<file path="config.mk">
export PLATFORM = sky130hd
export DESIGN_NAME = acr_control_regs
export DESIGN_NICKNAME = d
export VERILOG_FILES = /design/src/hw/acr_pkg.sv /design/src/hw/acr_control_regs.sv
export SDC_FILE = /design/constraint.sdc
export NUM_CORES = 1
export LEC_CHECK = 0
export BUFFER_PORTS_ARGS = -buffer_cell sky130_fd_sc_hd__clkbuf_2
export CAP_MARGIN = 20
export CORE_MARGIN = 3
export CORE_UTILIZATION = 54
export DETAILED_ROUTE_END_ITERATION = 8
export PLACE_DENSITY = 0.92
export SLEW_MARGIN = 20
export SYNTH_ARGS = -nofsm -noshare
export SYNTH_HDL_FRONTEND = slang
export SYNTH_SLANG_ARGS = --single-unit
</file>
<file path="constraint.sdc">
create_clock -name clk_sys -period 4.6 [get_ports clk_sys]
set_input_delay 0 -clock clk_sys [delete_from_list [all_inputs] [get_ports clk_sys]]
set_output_delay 0 -clock clk_sys [all_outputs]
set_load 0.1 [all_outputs]
</file>
<file path="src/hw/acr_pkg.sv">
// Constants shared by the converter control register block.
// Assumes a 32-bit APB bus and byte addresses of four times the register index.
package acr_pkg;

  // Bus shape
  localparam int unsigned ACR_ADDR_W = 16;
  localparam int unsigned ACR_DATA_W = 32;

  // Register indices as printed, byte addresses are four times these
  localparam logic [11:0] IDX_CONVERTER_CONTROL = 12'hF70;
  localparam logic [11:0] IDX_RESULT_HIGH_BYTE  = 12'hF72;
  localparam logic [11:0] IDX_RESULT_LOW_BITS   = 12'hF73;
  localparam logic [15:0] ADDR_CONVERTER_CONTROL = {2'h0, IDX_CONVERTER_CONTROL, 2'h0};
  localparam logic [15:0] ADDR_RESULT_HIGH_BYTE  = {2'h0, IDX_RESULT_HIGH_BYTE, 2'h0};
  localparam logic [15:0] ADDR_RESULT_LOW_BITS   = {2'h0, IDX_RESULT_LOW_BITS, 2'h0};

  // Control register fields
  localparam int unsigned CTRL_GO_BIT     = 7;
  localparam int unsigned CTRL_RSVD_BIT   = 6;
  localparam int unsigned CTRL_REF_BIT    = 5;
  localparam int unsigned CTRL_REPEAT_BIT = 4;
  localparam int unsigned CTRL_CHAN_MSB   = 3;
  localparam int unsigned CHAN_W          = 4;
  localparam logic [3:0]  CHAN_RESET      = 4'h0;
  localparam logic        REF_EXT_RESET   = 1'b0;
  localparam logic        REPEAT_RESET    = 1'b0;

  // Result layout
  localparam int unsigned RESULT_W     = 10;
  localparam int unsigned LOW_FIELD_LSB = 6;
  localparam logic [7:0]  HIGH_RESET    = 8'h00;
  localparam logic [1:0]  LOW_RESET     = 2'h0;

  // Timing in system clock cycles
  localparam int unsigned SINGLE_CYCLES_DEF = 5129;
  localparam int unsigned REPEAT_CONVERSION_CYCLES_DEF   = 256;
  localparam int unsigned WAKE_CYCLES_DEF   = 40;
  localparam int unsigned IDLE_CYCLES_DEF   = 160;
  localparam int unsigned CNT_W             = 13;
  localparam int unsigned IDLE_W            = 8;

  typedef enum logic [1:0] {
    ST_IDLE = 2'b00,
    ST_WAKE = 2'b01,
    ST_CONV = 2'b10
  } acr_state_t;

  typedef enum logic [1:0] {
    SEL_NONE = 2'b00,
    SEL_CTRL = 2'b01,
    SEL_HIGH = 2'b10,
    SEL_LOW  = 2'b11
  } acr_sel_t;

endpackage : acr_pkg

</file>
<file path="src/hw/acr_control_regs.sv">
// Converter control and result registers behind an APB slave, with conversion timing.
// Assumes the converter core delivers resultIn on clk_sys, valid in the cycle a conversion ends.
//
// Our own choice: the APB slave port.
`timescale 1ns/1ps

module acr_control_regs
  import acr_pkg::*;
#(
  parameter int unsigned SINGLE_CYCLES = acr_pkg::SINGLE_CYCLES_DEF,
  parameter int unsigned REPEAT_CONVERSION_CYCLES   = acr_pkg::REPEAT_CONVERSION_CYCLES_DEF,
  parameter int unsigned WAKE_CYCLES   = acr_pkg::WAKE_CYCLES_DEF,
  parameter int unsigned IDLE_CYCLES   = acr_pkg::IDLE_CYCLES_DEF
) (
  // Clock and reset
  input  wire logic                          clk_sys,
  input  wire logic                          rst,
  // APB slave
  input  wire logic                          psel,
  input  wire logic                          penable,
  input  wire logic                          pwrite,
  input  wire logic [acr_pkg::ACR_ADDR_W-1:0] paddr,
  input  wire logic [acr_pkg::ACR_DATA_W-1:0] pwdata,
  output logic      [acr_pkg::ACR_DATA_W-1:0] prdata,
  output logic                               pready,
  output logic                               pslverr,
  // Converter core
  input  wire logic [acr_pkg::RESULT_W-1:0]  resultIn,
  output logic      [acr_pkg::CHAN_W-1:0]    channelSelect,
  output logic                               refInternalOn,
  output logic                               converterPowered,
  output logic                               convBusy,
  // Interrupt controller
  output logic                               conversionIrq
);
  import acr_pkg::*;

  if (SINGLE_CYCLES < 2 || SINGLE_CYCLES >= (1 << CNT_W) || REPEAT_CONVERSION_CYCLES < 2 || REPEAT_CONVERSION_CYCLES >= (1 << CNT_W) ||
      WAKE_CYCLES < 2 || WAKE_CYCLES >= (1 << CNT_W) || IDLE_CYCLES < 2 || IDLE_CYCLES >= (1 << IDLE_W)) begin : g_chk
    $error("acr_control_regs: cycle count parameter out of range");
  end

  localparam logic [CNT_W-1:0]  SINGLE_LAST = CNT_W'(SINGLE_CYCLES - 1);
  localparam logic [CNT_W-1:0]  REPEAT_CONVERSION_LAST   = CNT_W'(REPEAT_CONVERSION_CYCLES - 1);
  localparam logic [CNT_W-1:0]  WAKE_LAST   = CNT_W'(WAKE_CYCLES - 1);
  localparam logic [IDLE_W-1:0] IDLE_LAST   = IDLE_W'(IDLE_CYCLES - 1);
  localparam int unsigned       SPAN_W      = CNT_W + 1;
  localparam logic [SPAN_W-1:0] SPAN_SINGLE = SPAN_W'(SINGLE_CYCLES - 1);
  localparam logic [SPAN_W-1:0] SPAN_WOKEN  = SPAN_W'(SINGLE_CYCLES + WAKE_CYCLES - 1);
  localparam logic [SPAN_W-1:0] SPAN_REPEAT_CONVERSION   = SPAN_W'(REPEAT_CONVERSION_CYCLES - 1);

  function automatic acr_sel_t decodeSel(input logic [ACR_ADDR_W-1:0] addr);
    if (addr == ADDR_CONVERTER_CONTROL) begin
      return SEL_CTRL;
    end else if (addr == ADDR_RESULT_HIGH_BYTE) begin
      return SEL_HIGH;
    end else if (addr == ADDR_RESULT_LOW_BITS) begin
      return SEL_LOW;
    end else begin
      return SEL_NONE;
    end
  endfunction : decodeSel

  acr_state_t         state;
  acr_sel_t           sel;
  logic [CNT_W-1:0]   cycleCnt;
  logic [IDLE_W-1:0]  idleCnt;
  logic               firstConv;
  logic               goBit;
  logic               refExternal;
  logic               repeatMode;
  logic [7:0]         resultHigh;
  logic [1:0]         newestLow;
  logic [1:0]         lowLatch;
  logic [1:0]         lowPend;
  logic               setupPhase;
  logic               accessDone;
  logic               ctrlWrite;
  logic               startReq;
  logic               convDone;
  logic               highReadDone;

  assign sel          = decodeSel(paddr);
  assign setupPhase   = psel && !penable;
  assign accessDone   = psel && penable && pready;
  assign ctrlWrite    = accessDone && pwrite && (sel == SEL_CTRL);
  assign startReq     = ctrlWrite && pwdata[CTRL_GO_BIT];
  assign highReadDone = accessDone && !pwrite && (sel == SEL_HIGH);
  assign convDone     = (state == ST_CONV) && (cycleCnt == (firstConv ? SINGLE_LAST : REPEAT_CONVERSION_LAST));

  // Conversion sequencer; a start request overrides every other step
  always_ff @(posedge clk_sys or posedge rst) begin
    if (rst) begin
      state     <= ST_IDLE;
      cycleCnt  <= '0;
      firstConv <= 1'b0;
    end else if (startReq) begin
      state     <= converterPowered ? ST_CONV : ST_WAKE;
      cycleCnt  <= '0;
      firstConv <= 1'b1;
    end else begin
      case (state)
        ST_WAKE: begin
          if (cycleCnt == WAKE_LAST) begin
            state    <= ST_CONV;
            cycleCnt <= '0;
          end else begin
            cycleCnt <= cycleCnt + 1'b1;
          end
        end
        ST_CONV: begin
          if (convDone) begin
            cycleCnt  <= '0;
            firstConv <= 1'b0;
            if (!repeatMode) begin
              state <= ST_IDLE;
            end
          end else begin
            cycleCnt <= cycleCnt + 1'b1;
          end
        end
        default: begin
          cycleCnt <= '0;
        end
      endcase
    end
  end

  // Automatic power-down after a run of idle cycles
  always_ff @(posedge clk_sys or posedge rst) begin
    if (rst) begin
      idleCnt          <= '0;
      converterPowered <= 1'b0;
    end else if (state == ST_WAKE && cycleCnt == WAKE_LAST && !startReq) begin
      idleCnt          <= '0;
      converterPowered <= 1'b1;
    end else if (state != ST_IDLE || startReq) begin
      idleCnt <= '0;
    end else if (idleCnt == IDLE_LAST) begin
      converterPowered <= 1'b0;
    end else begin
      idleCnt <= idleCnt + 1'b1;
    end
  end

  // Go bit: a start write wins over the end of a conversion
  always_ff @(posedge clk_sys or posedge rst) begin
    if (rst) begin
      goBit <= 1'b0;
    end else if (startReq) begin
      goBit <= 1'b1;
    end else if (convDone && firstConv) begin
      goBit <= 1'b0;
    end
  end

  // Control fields
  always_ff @(posedge clk_sys or posedge rst) begin
    if (rst) begin
      refExternal   <= REF_EXT_RESET;
      refInternalOn <= !REF_EXT_RESET;
      repeatMode    <= REPEAT_RESET;
      channelSelect <= CHAN_RESET;
    end else if (ctrlWrite) begin
      refExternal   <= pwdata[CTRL_REF_BIT];
      refInternalOn <= !pwdata[CTRL_REF_BIT];
      repeatMode    <= pwdata[CTRL_REPEAT_BIT];
      channelSelect <= pwdata[CTRL_CHAN_MSB -: CHAN_W];
    end
  end

  // Results are loaded only by the sequencer, never by the bus
  always_ff @(posedge clk_sys or posedge rst) begin
    if (rst) begin
      resultHigh <= HIGH_RESET;
      newestLow  <= LOW_RESET;
    end else if (convDone) begin
      resultHigh <= resultIn[RESULT_W-1 -: 8];
      newestLow  <= resultIn[1:0];
    end
  end

  // Low bits pair with the high byte seen at the setup edge of its read
  always_ff @(posedge clk_sys or posedge rst) begin
    if (rst) begin
      lowPend  <= LOW_RESET;
      lowLatch <= LOW_RESET;
    end else begin
      if (setupPhase && !pwrite && sel == SEL_HIGH) begin
        lowPend <= newestLow;
      end
      if (highReadDone) begin
        lowLatch <= lowPend;
      end
    end
  end

  // APB answer: one access cycle, no wait states
  always_ff @(posedge clk_sys or posedge rst) begin
    if (rst) begin
      prdata  <= '0;
      pready  <= 1'b0;
      pslverr <= 1'b0;
    end else begin
      pready  <= setupPhase;
      pslverr <= setupPhase && (sel == SEL_NONE);
      if (setupPhase && !pwrite) begin
        if (sel == SEL_CTRL) begin
          prdata <= {24'h000000, goBit, 1'b0, refExternal, repeatMode, channelSelect};
        end else if (sel == SEL_HIGH) begin
          prdata <= {24'h000000, resultHigh};
        end else if (sel == SEL_LOW) begin
          prdata <= {24'h000000, lowLatch, 6'h00};
        end else begin
          prdata <= '0;
        end
      end
    end
  end

  // Core-facing status and interrupt request
  always_ff @(posedge clk_sys or posedge rst) begin
    if (rst) begin
      conversionIrq <= 1'b0;
      convBusy      <= 1'b0;
    end else begin
      conversionIrq <= convDone;
      convBusy      <= startReq || (state != ST_IDLE && !(convDone && !repeatMode));
    end
  end

  // Check-only span since the last start or conversion end, kept apart from the sequencer count
  logic [SPAN_W-1:0]  chkSpan;
  logic               chkWoke;

  always_ff @(posedge clk_sys or posedge rst) begin
    if (rst) begin
      chkSpan <= '0;
      chkWoke <= 1'b0;
    end else if (startReq) begin
      chkSpan <= '0;
      chkWoke <= !converterPowered;
    end else if (convDone) begin
      chkSpan <= '0;
      chkWoke <= 1'b0;
    end else begin
      chkSpan <= chkSpan + 1'b1;
    end
  end
endmodule : acr_control_regs

</file>
==> run_summary.xml, run 1 <==
<?xml version="1.0" encoding="UTF-8"?>
<metrics>
  <group name="cells_and_area">
    <metric name="sequential_cell_area" unit="mm^2">0.00148</metric>
    <metric name="multi_input_comb_area" unit="mm^2">0.00140</metric>
    <metric name="fill_cells" unit="">359</metric>
    <metric name="nNetsFinal" unit="">430</metric>
    <metric name="area_growth_syn_to_layout" unit="%">20.3</metric>
    <metric name="ratio_of_cells_with_drive_above_1_in_the_final_layout" unit="%">28.3</metric>
    <metric name="finish.utilization" unit="%">69.1</metric>
    <metric name="fin_area" unit="mm^2">0.00364</metric>
    <metric name="n_antenna_cell" unit="">0</metric>
    <metric name="final_cell_mix" unit="">58 x sky130_fd_sc_hd__dfrtp_1, 55 x sky130_fd_sc_hd__clkbuf_2, 39 x sky130_fd_sc_hd__nor2_1</metric>
    <metric name="layout_commonest_cell" unit="">sky130_fd_sc_hd__dfrtp_1</metric>
  </group>
  <group name="detailed_routing">
    <metric name="amount_of_wire_on_met2_after_detailed_routing" unit="um">3520</metric>
    <metric name="drc" unit="">0</metric>
    <metric name="drt_first_iter_violations" unit="">188</metric>
    <metric name="routed-wl-met3" unit="um">409</metric>
    <metric name="m1_wl" unit="um">2530</metric>
    <metric name="drt_pre_antenna_iters" unit="">4</metric>
    <metric name="drt-vias-per-instance" unit="">5.38</metric>
    <metric name="route.final.wire_length" unit="um">6610</metric>
    <metric name="route.detailed.wl_per_inst" unit="um">15.1</metric>
    <metric name="routed-via-count" unit="">2351</metric>
    <metric name="ant_nets" unit="">0</metric>
    <metric name="highest_metal_layer_used_by_the_detailed_router" unit="">met4</metric>
  </group>
  <group name="floorplan">
    <metric name="rows" unit="">26</metric>
    <metric name="floorplan.initialDensity" unit="%">57.5</metric>
    <metric name="die_y" unit="um">80.9</metric>
    <metric name="die-area" unit="mm^2">0.00654</metric>
    <metric name="core_area" unit="mm^2">0.00527</metric>
    <metric name="num_io_pins" unit="">105</metric>
    <metric name="die_width" unit="um">80.9</metric>
  </group>
  <group name="flow_run">
    <metric name="maxCapViolations" unit="">0</metric>
  </group>
  <group name="timing">
    <metric name="timing.final.hold_violations" unit="">0</metric>
    <metric name="timing.setup.tns" unit="ns">0</metric>
    <metric name="max-slew-margin-rel" unit="%">33.1</metric>
    <metric name="tightest_slew" unit="ns">1.00</metric>
    <metric name="fin_skew" unit="ns">0.00871</metric>
    <metric name="report.final.slew_viol_count" unit="">0</metric>
    <metric name="post-route-min-period" unit="ns">2.05</metric>
    <metric name="min_period_over_period" unit="%">44.6</metric>
    <metric name="final.hold.worst_slack" unit="ns">0.0332</metric>
    <metric name="grt_setup_unrepaired" unit="">false</metric>
    <metric name="fmax" unit="MHz">488</metric>
    <metric name="finalSetupViolations" unit="">0</metric>
  </group>
  <group name="place">
    <metric name="i_o_buffers" unit="">55</metric>
    <metric name="hpwlAfterDp" unit="um">4370</metric>
    <metric name="placed_area" unit="mm^2">0.00328</metric>
    <metric name="finalWeightedCongestion" unit="">0.871</metric>
  </group>
  <group name="synthesis">
    <metric name="async_reset_ff_share" unit="%">100</metric>
    <metric name="mapped_area" unit="mm^2">0.00303</metric>
    <metric name="post_synth_main_area_contributors" unit="">sky130_fd_sc_hd__dfrtp_1 48%, sky130_fd_sc_hd__buf_4 6.0%, sky130_fd_sc_hd__mux2_2 5.6%, sky130_fd_sc_hd__nor2_1 4.8%, sky130_fd_sc_hd__mux2_4 3.5%</metric>
    <metric name="synthesis.yosys.warnings" unit="">0</metric>
    <metric name="synthSimpleGateAreaFrac" unit="%">19.2</metric>
    <metric name="synth.top_cell.area_share" unit="%">47.9</metric>
    <metric name="yosys.area_share.xor_xnor" unit="%">4.63</metric>
    <metric name="synth-compound-area-share" unit="%">8.06</metric>
    <metric name="yosysUniqueCellTypes" unit="">48</metric>
    <metric name="post_synth_inst_count" unit="">282</metric>
    <metric name="synth-edff-count" unit="">0</metric>
    <metric name="synth_seq_area_share" unit="%">48.8</metric>
    <metric name="main_combinational_cell_family_by_area_after_synthesis" unit="">simple AND/OR/NAND/NOR gates</metric>
    <metric name="post_synth.cell_area_avg" unit="um^2">10.7</metric>
    <metric name="netlist.top_cell.by_area" unit="">sky130_fd_sc_hd__dfrtp_1</metric>
    <metric name="postSynthRegisterBits" unit="">59</metric>
    <metric name="adder_cell_fraction_of_synth_area" unit="%">2.07</metric>
    <metric name="yosys-mux-area-fraction" unit="%">9.38</metric>
    <metric name="synth_flop_cell" unit="">sky130_fd_sc_hd__dfrtp_1</metric>
  </group>
  <group name="global_routing">
    <metric name="track_usage" unit="%">21.9</metric>
    <metric name="wire_length_of_the_first_global_routing_pass" unit="um">10800</metric>
    <metric name="grt_max_degree" unit="">60</metric>
    <metric name="vias_in_the_first_global_route" unit="">2320</metric>
    <metric name="overflow" unit="">0</metric>
    <metric name="antenna_violations_before_repair" unit="">0</metric>
  </group>
  <group name="clock_network">
    <metric name="later_pin_clock_latency_in_the_skew_report" unit="ns">0.35</metric>
    <metric name="cts_num_sinks" unit="">59</metric>
    <metric name="path_clk_slew" unit="ns">0.07</metric>
    <metric name="maximum_root_to_sink_buffer_count" unit="">2</metric>
    <metric name="cts-buffers-inserted" unit="">9</metric>
    <metric name="clock_tree.htree_level_count" unit="">3</metric>
    <metric name="cts.root.buffer_cell" unit="">sky130_fd_sc_hd__clkbuf_8</metric>
    <metric name="tritoncts" unit="">yes</metric>
    <metric name="cts-resized-gates" unit="">0</metric>
  </group>
  <group name="critical_path">
    <metric name="required" unit="ns">4.86</metric>
    <metric name="data_arrival_critical_path" unit="ns">2.31</metric>
    <metric name="path_class" unit="">reg2reg</metric>
    <metric name="crit_path_max_fanout" unit="">13</metric>
    <metric name="cp-end-kind" unit="">flop</metric>
    <metric name="critPathLaunchType" unit="">flop</metric>
  </group>
  <group name="worst_hold_path">
    <metric name="min-delay-path-class" unit="">in2reg</metric>
  </group>
  <group name="run_status">
    <metric name="run_status" unit="">finished, final reports clean</metric>
  </group>
  <group name="power_and_ir_drop">
    <metric name="power.density" unit="mW/mm^2">331</metric>
    <metric name="worst_ir_drop_vdd" unit="V">0.000270</metric>
    <metric name="power_leakage" unit="uW">0.00172</metric>
  </group>
</metrics>
-- cell usage after synthesis (all sizes together) (2+ instances only) --
library cell and n:
a21o 2, a21oi 9, a22oi 7, a31oi 2
and2 3, and3 6, and4 3, and4bb 2
buf 27, clkbuf 2, dfrtp 58, ha 5
inv 7, mux2 22, nand2 12, nand2b 3
nand3 15, nand4 5, nor2 39, nor3 8
nor3b 3, nor4b 2, o2111ai 2, o21ai 8
xnor2 8, xor2 8
-- layer usage --
metal  vias up  global-route usage, %
met4         0                   9.29
met1      1147                   25.7
met5         -                      0
li1       1106                      -
met3        14                   7.10
met2        84                   36.7
-- what timing repair did --
item                                   in CTS  in global routing
setup buffers                               0                  0
endpoints found under the hold margin      77                  0
hold buffers                               19                  0
-- state kept, by name, indices dropped and copies added, names as in the netlist, 2 cells and up --
register and flops:
channelSelect 4, cycleCnt 13, idleCnt 8, lowLatch 2, lowPend 2, newestLow 2, prdata 8, resultHigh 8
state 2
-- cells by family after synthesis --
group	Yosys count
buf+inv	36
flops	59
fa+ha+maj	5
xor+xnor	16
simple gates	108
compound gates	34
other cells	1
mux	23
-- final timing paths --
| path | cells past startpoint | endpoint | slack (ns) | start |
|---|---|---|---|---|
| min | 4 | prdata[6] | 0.03 | paddr[0] |
| max in group asynchronous | 4 | idleCnt[3] | 3.75 | rst |
| min in group asynchronous | 4 | convBusy | 0.37 | rst |
| max | 6 | cycleCnt[8] | 2.55 | cycleCnt[0] |
| min reg2reg | 1 | cycleCnt[0] | 0.49 | cycleCnt[0] |
| max reg2reg | 6 | cycleCnt[8] | 2.55 | cycleCnt[0] |
-- report_power, final --
part           leakage [uW]  switching (uW)  internal (uW)
sequential         0.000750            8.40            534
combinational      0.000886             201           42.2
clock             0.0000818             223            197
total               0.00172             432            773
-- area by class of cell --
type | instances | share of cell area, %
sequential | 59 | 40.6
clock inverter | 7 | 1.48
timing repair buffer | 75 | 13.0
inverter | 7 | 0.721
tap | 70 | 2.40
clock buffer | 9 | 3.40
multi-input combinational | 210 | 38.5
-- critical path: stages, from the launching register on --
cell and delay, ns:
sky130_fd_sc_hd__dfrtp_1 0.41, sky130_fd_sc_hd__ha_1 0.26, sky130_fd_sc_hd__and3b_1 0.19, sky130_fd_sc_hd__a41o_1 0.28, sky130_fd_sc_hd__o2111ai_1 0.09, sky130_fd_sc_hd__nand4_1 0.47, sky130_fd_sc_hd__nor2_1 0.26
-- per-stage QoR --
step | std cells | power (uW) | setup WS, ns
4_1_cts | 437 | 1210 | 2.52
2_1_floorplan | 305 | 758 | 2.44
3_3_place_gp | 402 | 777 | 2.59
6_report | 437 | 1200 | 2.55
3_5_place_dp | 402 | 780 | 2.53
5_1_grt | 437 | 1250 | 2.42
Note: power is estimated with default switching activity, not from simulation.
==> run 2, diff against run 1 <==
- CORE_UTILIZATION: 54 -> 50
- PLACE_DENSITY: 0.92 -> 0.87
- clock period: 4.6 -> 2.05 ns (I/O delays scaled with it)
==> run_summary.xml, run 2 (same netlist as run 1, synthesis figures left out) <==
<?xml version="1.0" encoding="UTF-8"?>
<metrics>
  <group name="floorplan">
    <metric name="core_area" unit="mm^2">0.00568</metric>
    <metric name="die-area" unit="mm^2">0.00703</metric>
    <metric name="die_y" unit="um">83.8</metric>
    <metric name="num_io_pins" unit="">105</metric>
    <metric name="rows" unit="">27</metric>
    <metric name="floorplan.initialDensity" unit="%">53.4</metric>
    <metric name="die_width" unit="um">83.8</metric>
  </group>
  <group name="critical_path">
    <metric name="cp-end-kind" unit="">flop</metric>
    <metric name="critPathLaunchType" unit="">flop</metric>
    <metric name="timing.critical_path.cells" unit="">or3b_4 -&gt; o21ai_4 -&gt; o2111ai_4 -&gt; buf_12 -&gt; mux2_4</metric>
    <metric name="ff2ff_setup_slack" unit="ns">0.22</metric>
    <metric name="critPathSlowestCell" unit="">sky130_fd_sc_hd__or3b_4</metric>
    <metric name="cp-startpoint" unit="">cycleCnt[10]</metric>
    <metric name="crit_path_max_fanout" unit="">13</metric>
    <metric name="critical_path.endpoint" unit="">resultHigh[3]</metric>
    <metric name="r2r-end" unit="">resultHigh[3]</metric>
    <metric name="path_class" unit="">reg2reg</metric>
    <metric name="critical_path.max_stage_delay" unit="ns">0.44</metric>
    <metric name="worst-r2r-cell-count" unit="">5</metric>
    <metric name="r2r_start" unit="">cycleCnt[10]</metric>
    <metric name="data_arrival_critical_path" unit="ns">2.07</metric>
    <metric name="required" unit="ns">2.29</metric>
  </group>
  <group name="place">
    <metric name="hpwlAfterDp" unit="um">4590</metric>
    <metric name="i_o_buffers" unit="">55</metric>
    <metric name="placed_area" unit="mm^2">0.00336</metric>
    <metric name="finalWeightedCongestion" unit="">0.867</metric>
  </group>
  <group name="detailed_routing">
    <metric name="route.final.wire_length" unit="um">6600</metric>
    <metric name="drc" unit="">0</metric>
    <metric name="drt-vias-per-instance" unit="">5.26</metric>
    <metric name="route.detailed.wl_per_inst" unit="um">14.8</metric>
    <metric name="routed-via-count" unit="">2350</metric>
    <metric name="ant_nets" unit="">0</metric>
    <metric name="drt_first_iter_violations" unit="">181</metric>
    <metric name="drt_pre_antenna_iters" unit="">4</metric>
  </group>
  <group name="timing">
    <metric name="timing.setup.tns" unit="ns">0</metric>
    <metric name="timing.final.hold_violations" unit="">0</metric>
    <metric name="grt_setup_unrepaired" unit="">false</metric>
    <metric name="fin_skew" unit="ns">0.0117</metric>
    <metric name="report.final.slew_viol_count" unit="">0</metric>
    <metric name="tightest_slew" unit="ns">0.560</metric>
    <metric name="finalSetupViolations" unit="">0</metric>
    <metric name="post-route-min-period" unit="ns">1.83</metric>
    <metric name="min_period_over_period" unit="%">89.2</metric>
    <metric name="fmax" unit="MHz">547</metric>
    <metric name="max-slew-margin-rel" unit="%">62.8</metric>
  </group>
  <group name="clock_network">
    <metric name="clock_tree.htree_level_count" unit="">3</metric>
    <metric name="tritoncts" unit="">yes</metric>
    <metric name="cts-buffers-inserted" unit="">9</metric>
    <metric name="path_clk_slew" unit="ns">0.07</metric>
    <metric name="maximum_root_to_sink_buffer_count" unit="">2</metric>
    <metric name="later_pin_clock_latency_in_the_skew_report" unit="ns">0.35</metric>
    <metric name="cts_num_sinks" unit="">59</metric>
    <metric name="cts-resized-gates" unit="">0</metric>
    <metric name="cts.root.buffer_cell" unit="">sky130_fd_sc_hd__clkbuf_8</metric>
  </group>
  <group name="cells_and_area">
    <metric name="final_cell_mix" unit="">57 x sky130_fd_sc_hd__dfrtp_1, 55 x sky130_fd_sc_hd__clkbuf_2, 39 x sky130_fd_sc_hd__nor2_1</metric>
    <metric name="fin_area" unit="mm^2">0.00374</metric>
    <metric name="largest_register_ffs" unit="">13</metric>
    <metric name="fill_cells" unit="">422</metric>
    <metric name="sequential_cell_area" unit="mm^2">0.00148</metric>
    <metric name="largest_register" unit="">cycleCnt</metric>
    <metric name="n_antenna_cell" unit="">0</metric>
    <metric name="area_growth_syn_to_layout" unit="%">23.4</metric>
    <metric name="nNetsFinal" unit="">438</metric>
    <metric name="multi_input_comb_area" unit="mm^2">0.00140</metric>
    <metric name="ratio_of_cells_with_drive_above_1_in_the_final_layout" unit="%">30.1</metric>
    <metric name="layout_commonest_cell" unit="">sky130_fd_sc_hd__dfrtp_1</metric>
  </group>
  <group name="global_routing">
    <metric name="antenna_violations_before_repair" unit="">0</metric>
    <metric name="wire_length_of_the_first_global_routing_pass" unit="um">11600</metric>
    <metric name="vias_in_the_first_global_route" unit="">2529</metric>
    <metric name="track_usage" unit="%">20.6</metric>
    <metric name="global_route.usage.met2" unit="%">32.6</metric>
    <metric name="global_route.usage.met1" unit="%">24.8</metric>
    <metric name="overflow" unit="">0</metric>
    <metric name="globalRoute.busiestLayer" unit="">met2</metric>
    <metric name="grt_max_degree" unit="">47</metric>
    <metric name="use_met3" unit="%">9.38</metric>
  </group>
  <group name="power_and_ir_drop">
    <metric name="power_leakage" unit="uW">0.00177</metric>
    <metric name="power.density" unit="mW/mm^2">733</metric>
    <metric name="worst_ir_drop_vdd" unit="V">0.000796</metric>
  </group>
  <group name="flow_run">
    <metric name="maxCapViolations" unit="">0</metric>
  </group>
  <group name="worst_hold_path">
    <metric name="min-delay-path-class" unit="">in2reg</metric>
  </group>
  <group name="run_status">
    <metric name="run_status" unit="">finished, final reports clean</metric>
  </group>
</metrics>
run 2: area by class of cell:
type / count / area share [%]
Tap cell: 72 / 2.41
Clock buffer: 9 / 3.31
Inverter: 7 / 0.703
Multi-Input combinational cell: 210 / 37.5
Timing Repair Buffer: 83 / 14.9
Clock inverter: 7 / 1.57
Sequential cell: 59 / 39.6
run 2: routing by layer:
metal	wire length [um]	part of all wire [%]
met1	2710	41
met2	3340	51
met3	427	6.5
met4	116	1.8
met5	0	0
run 2: what timing repair did:
action / CTS / global route
hold buffers: 19 / 0
setup buffers: 0 / 0
hold endpoints to repair: 77 / 0
run 2: where the power goes:
part | switching [uW] | total [uW] | leakage [uW] | internal (uW)
Combinational | 450 | 548 | 0.000934 | 98.2
Sequential | 19.5 | 1220 | 0.000749 | 1200
Clock | 521 | 975 | 0.0000868 | 453
run 2: metrics by stage:
stage	power, uW	setup WS, ns	cells	util (%)	hold WS, ns
4_1_cts	2750	0.216	447	65.9	0.0112
3_3_place_gp	1750	0.263	412	59.3	-0.0511
6_report	2740	0.221	447	65.9	0.0331
2_1_floorplan	1700	0.181	305	-	0.0776
3_5_place_dp	1760	0.227	412	59.3	-0.0400
5_1_grt	2850	0.0382	447	65.9	0.0543
run 2: worst max-delay path, delay by kind of cell, from the launching register on:
kind / cells / cell delay (ns)
DFF: 1 / 0.43
and+or+nand+nor: 1 / 0.44
AOI/OAI and AO/OA: 2 / 0.35
muxes: 1 / 0.29
buffers and inverters: 1 / 0.19
run 2: worst min path at each step:
| stage | startpoint | slack, ns | cells after the start | to |
|---|---|---|---|---|
| 2_1_floorplan | pwdata[5] | 0.08 | 1 | refInternalOn |
| 3_3_place_gp | rst | -0.05 | 2 | firstConv |
| 3_5_place_dp | rst | -0.04 | 2 | firstConv |
| 4_1_cts | paddr[3] | 0.01 | 3 | pslverr |
| 5_1_grt | penable | 0.05 | 3 | pready |
| 6_report | paddr[3] | 0.03 | 3 | pslverr |
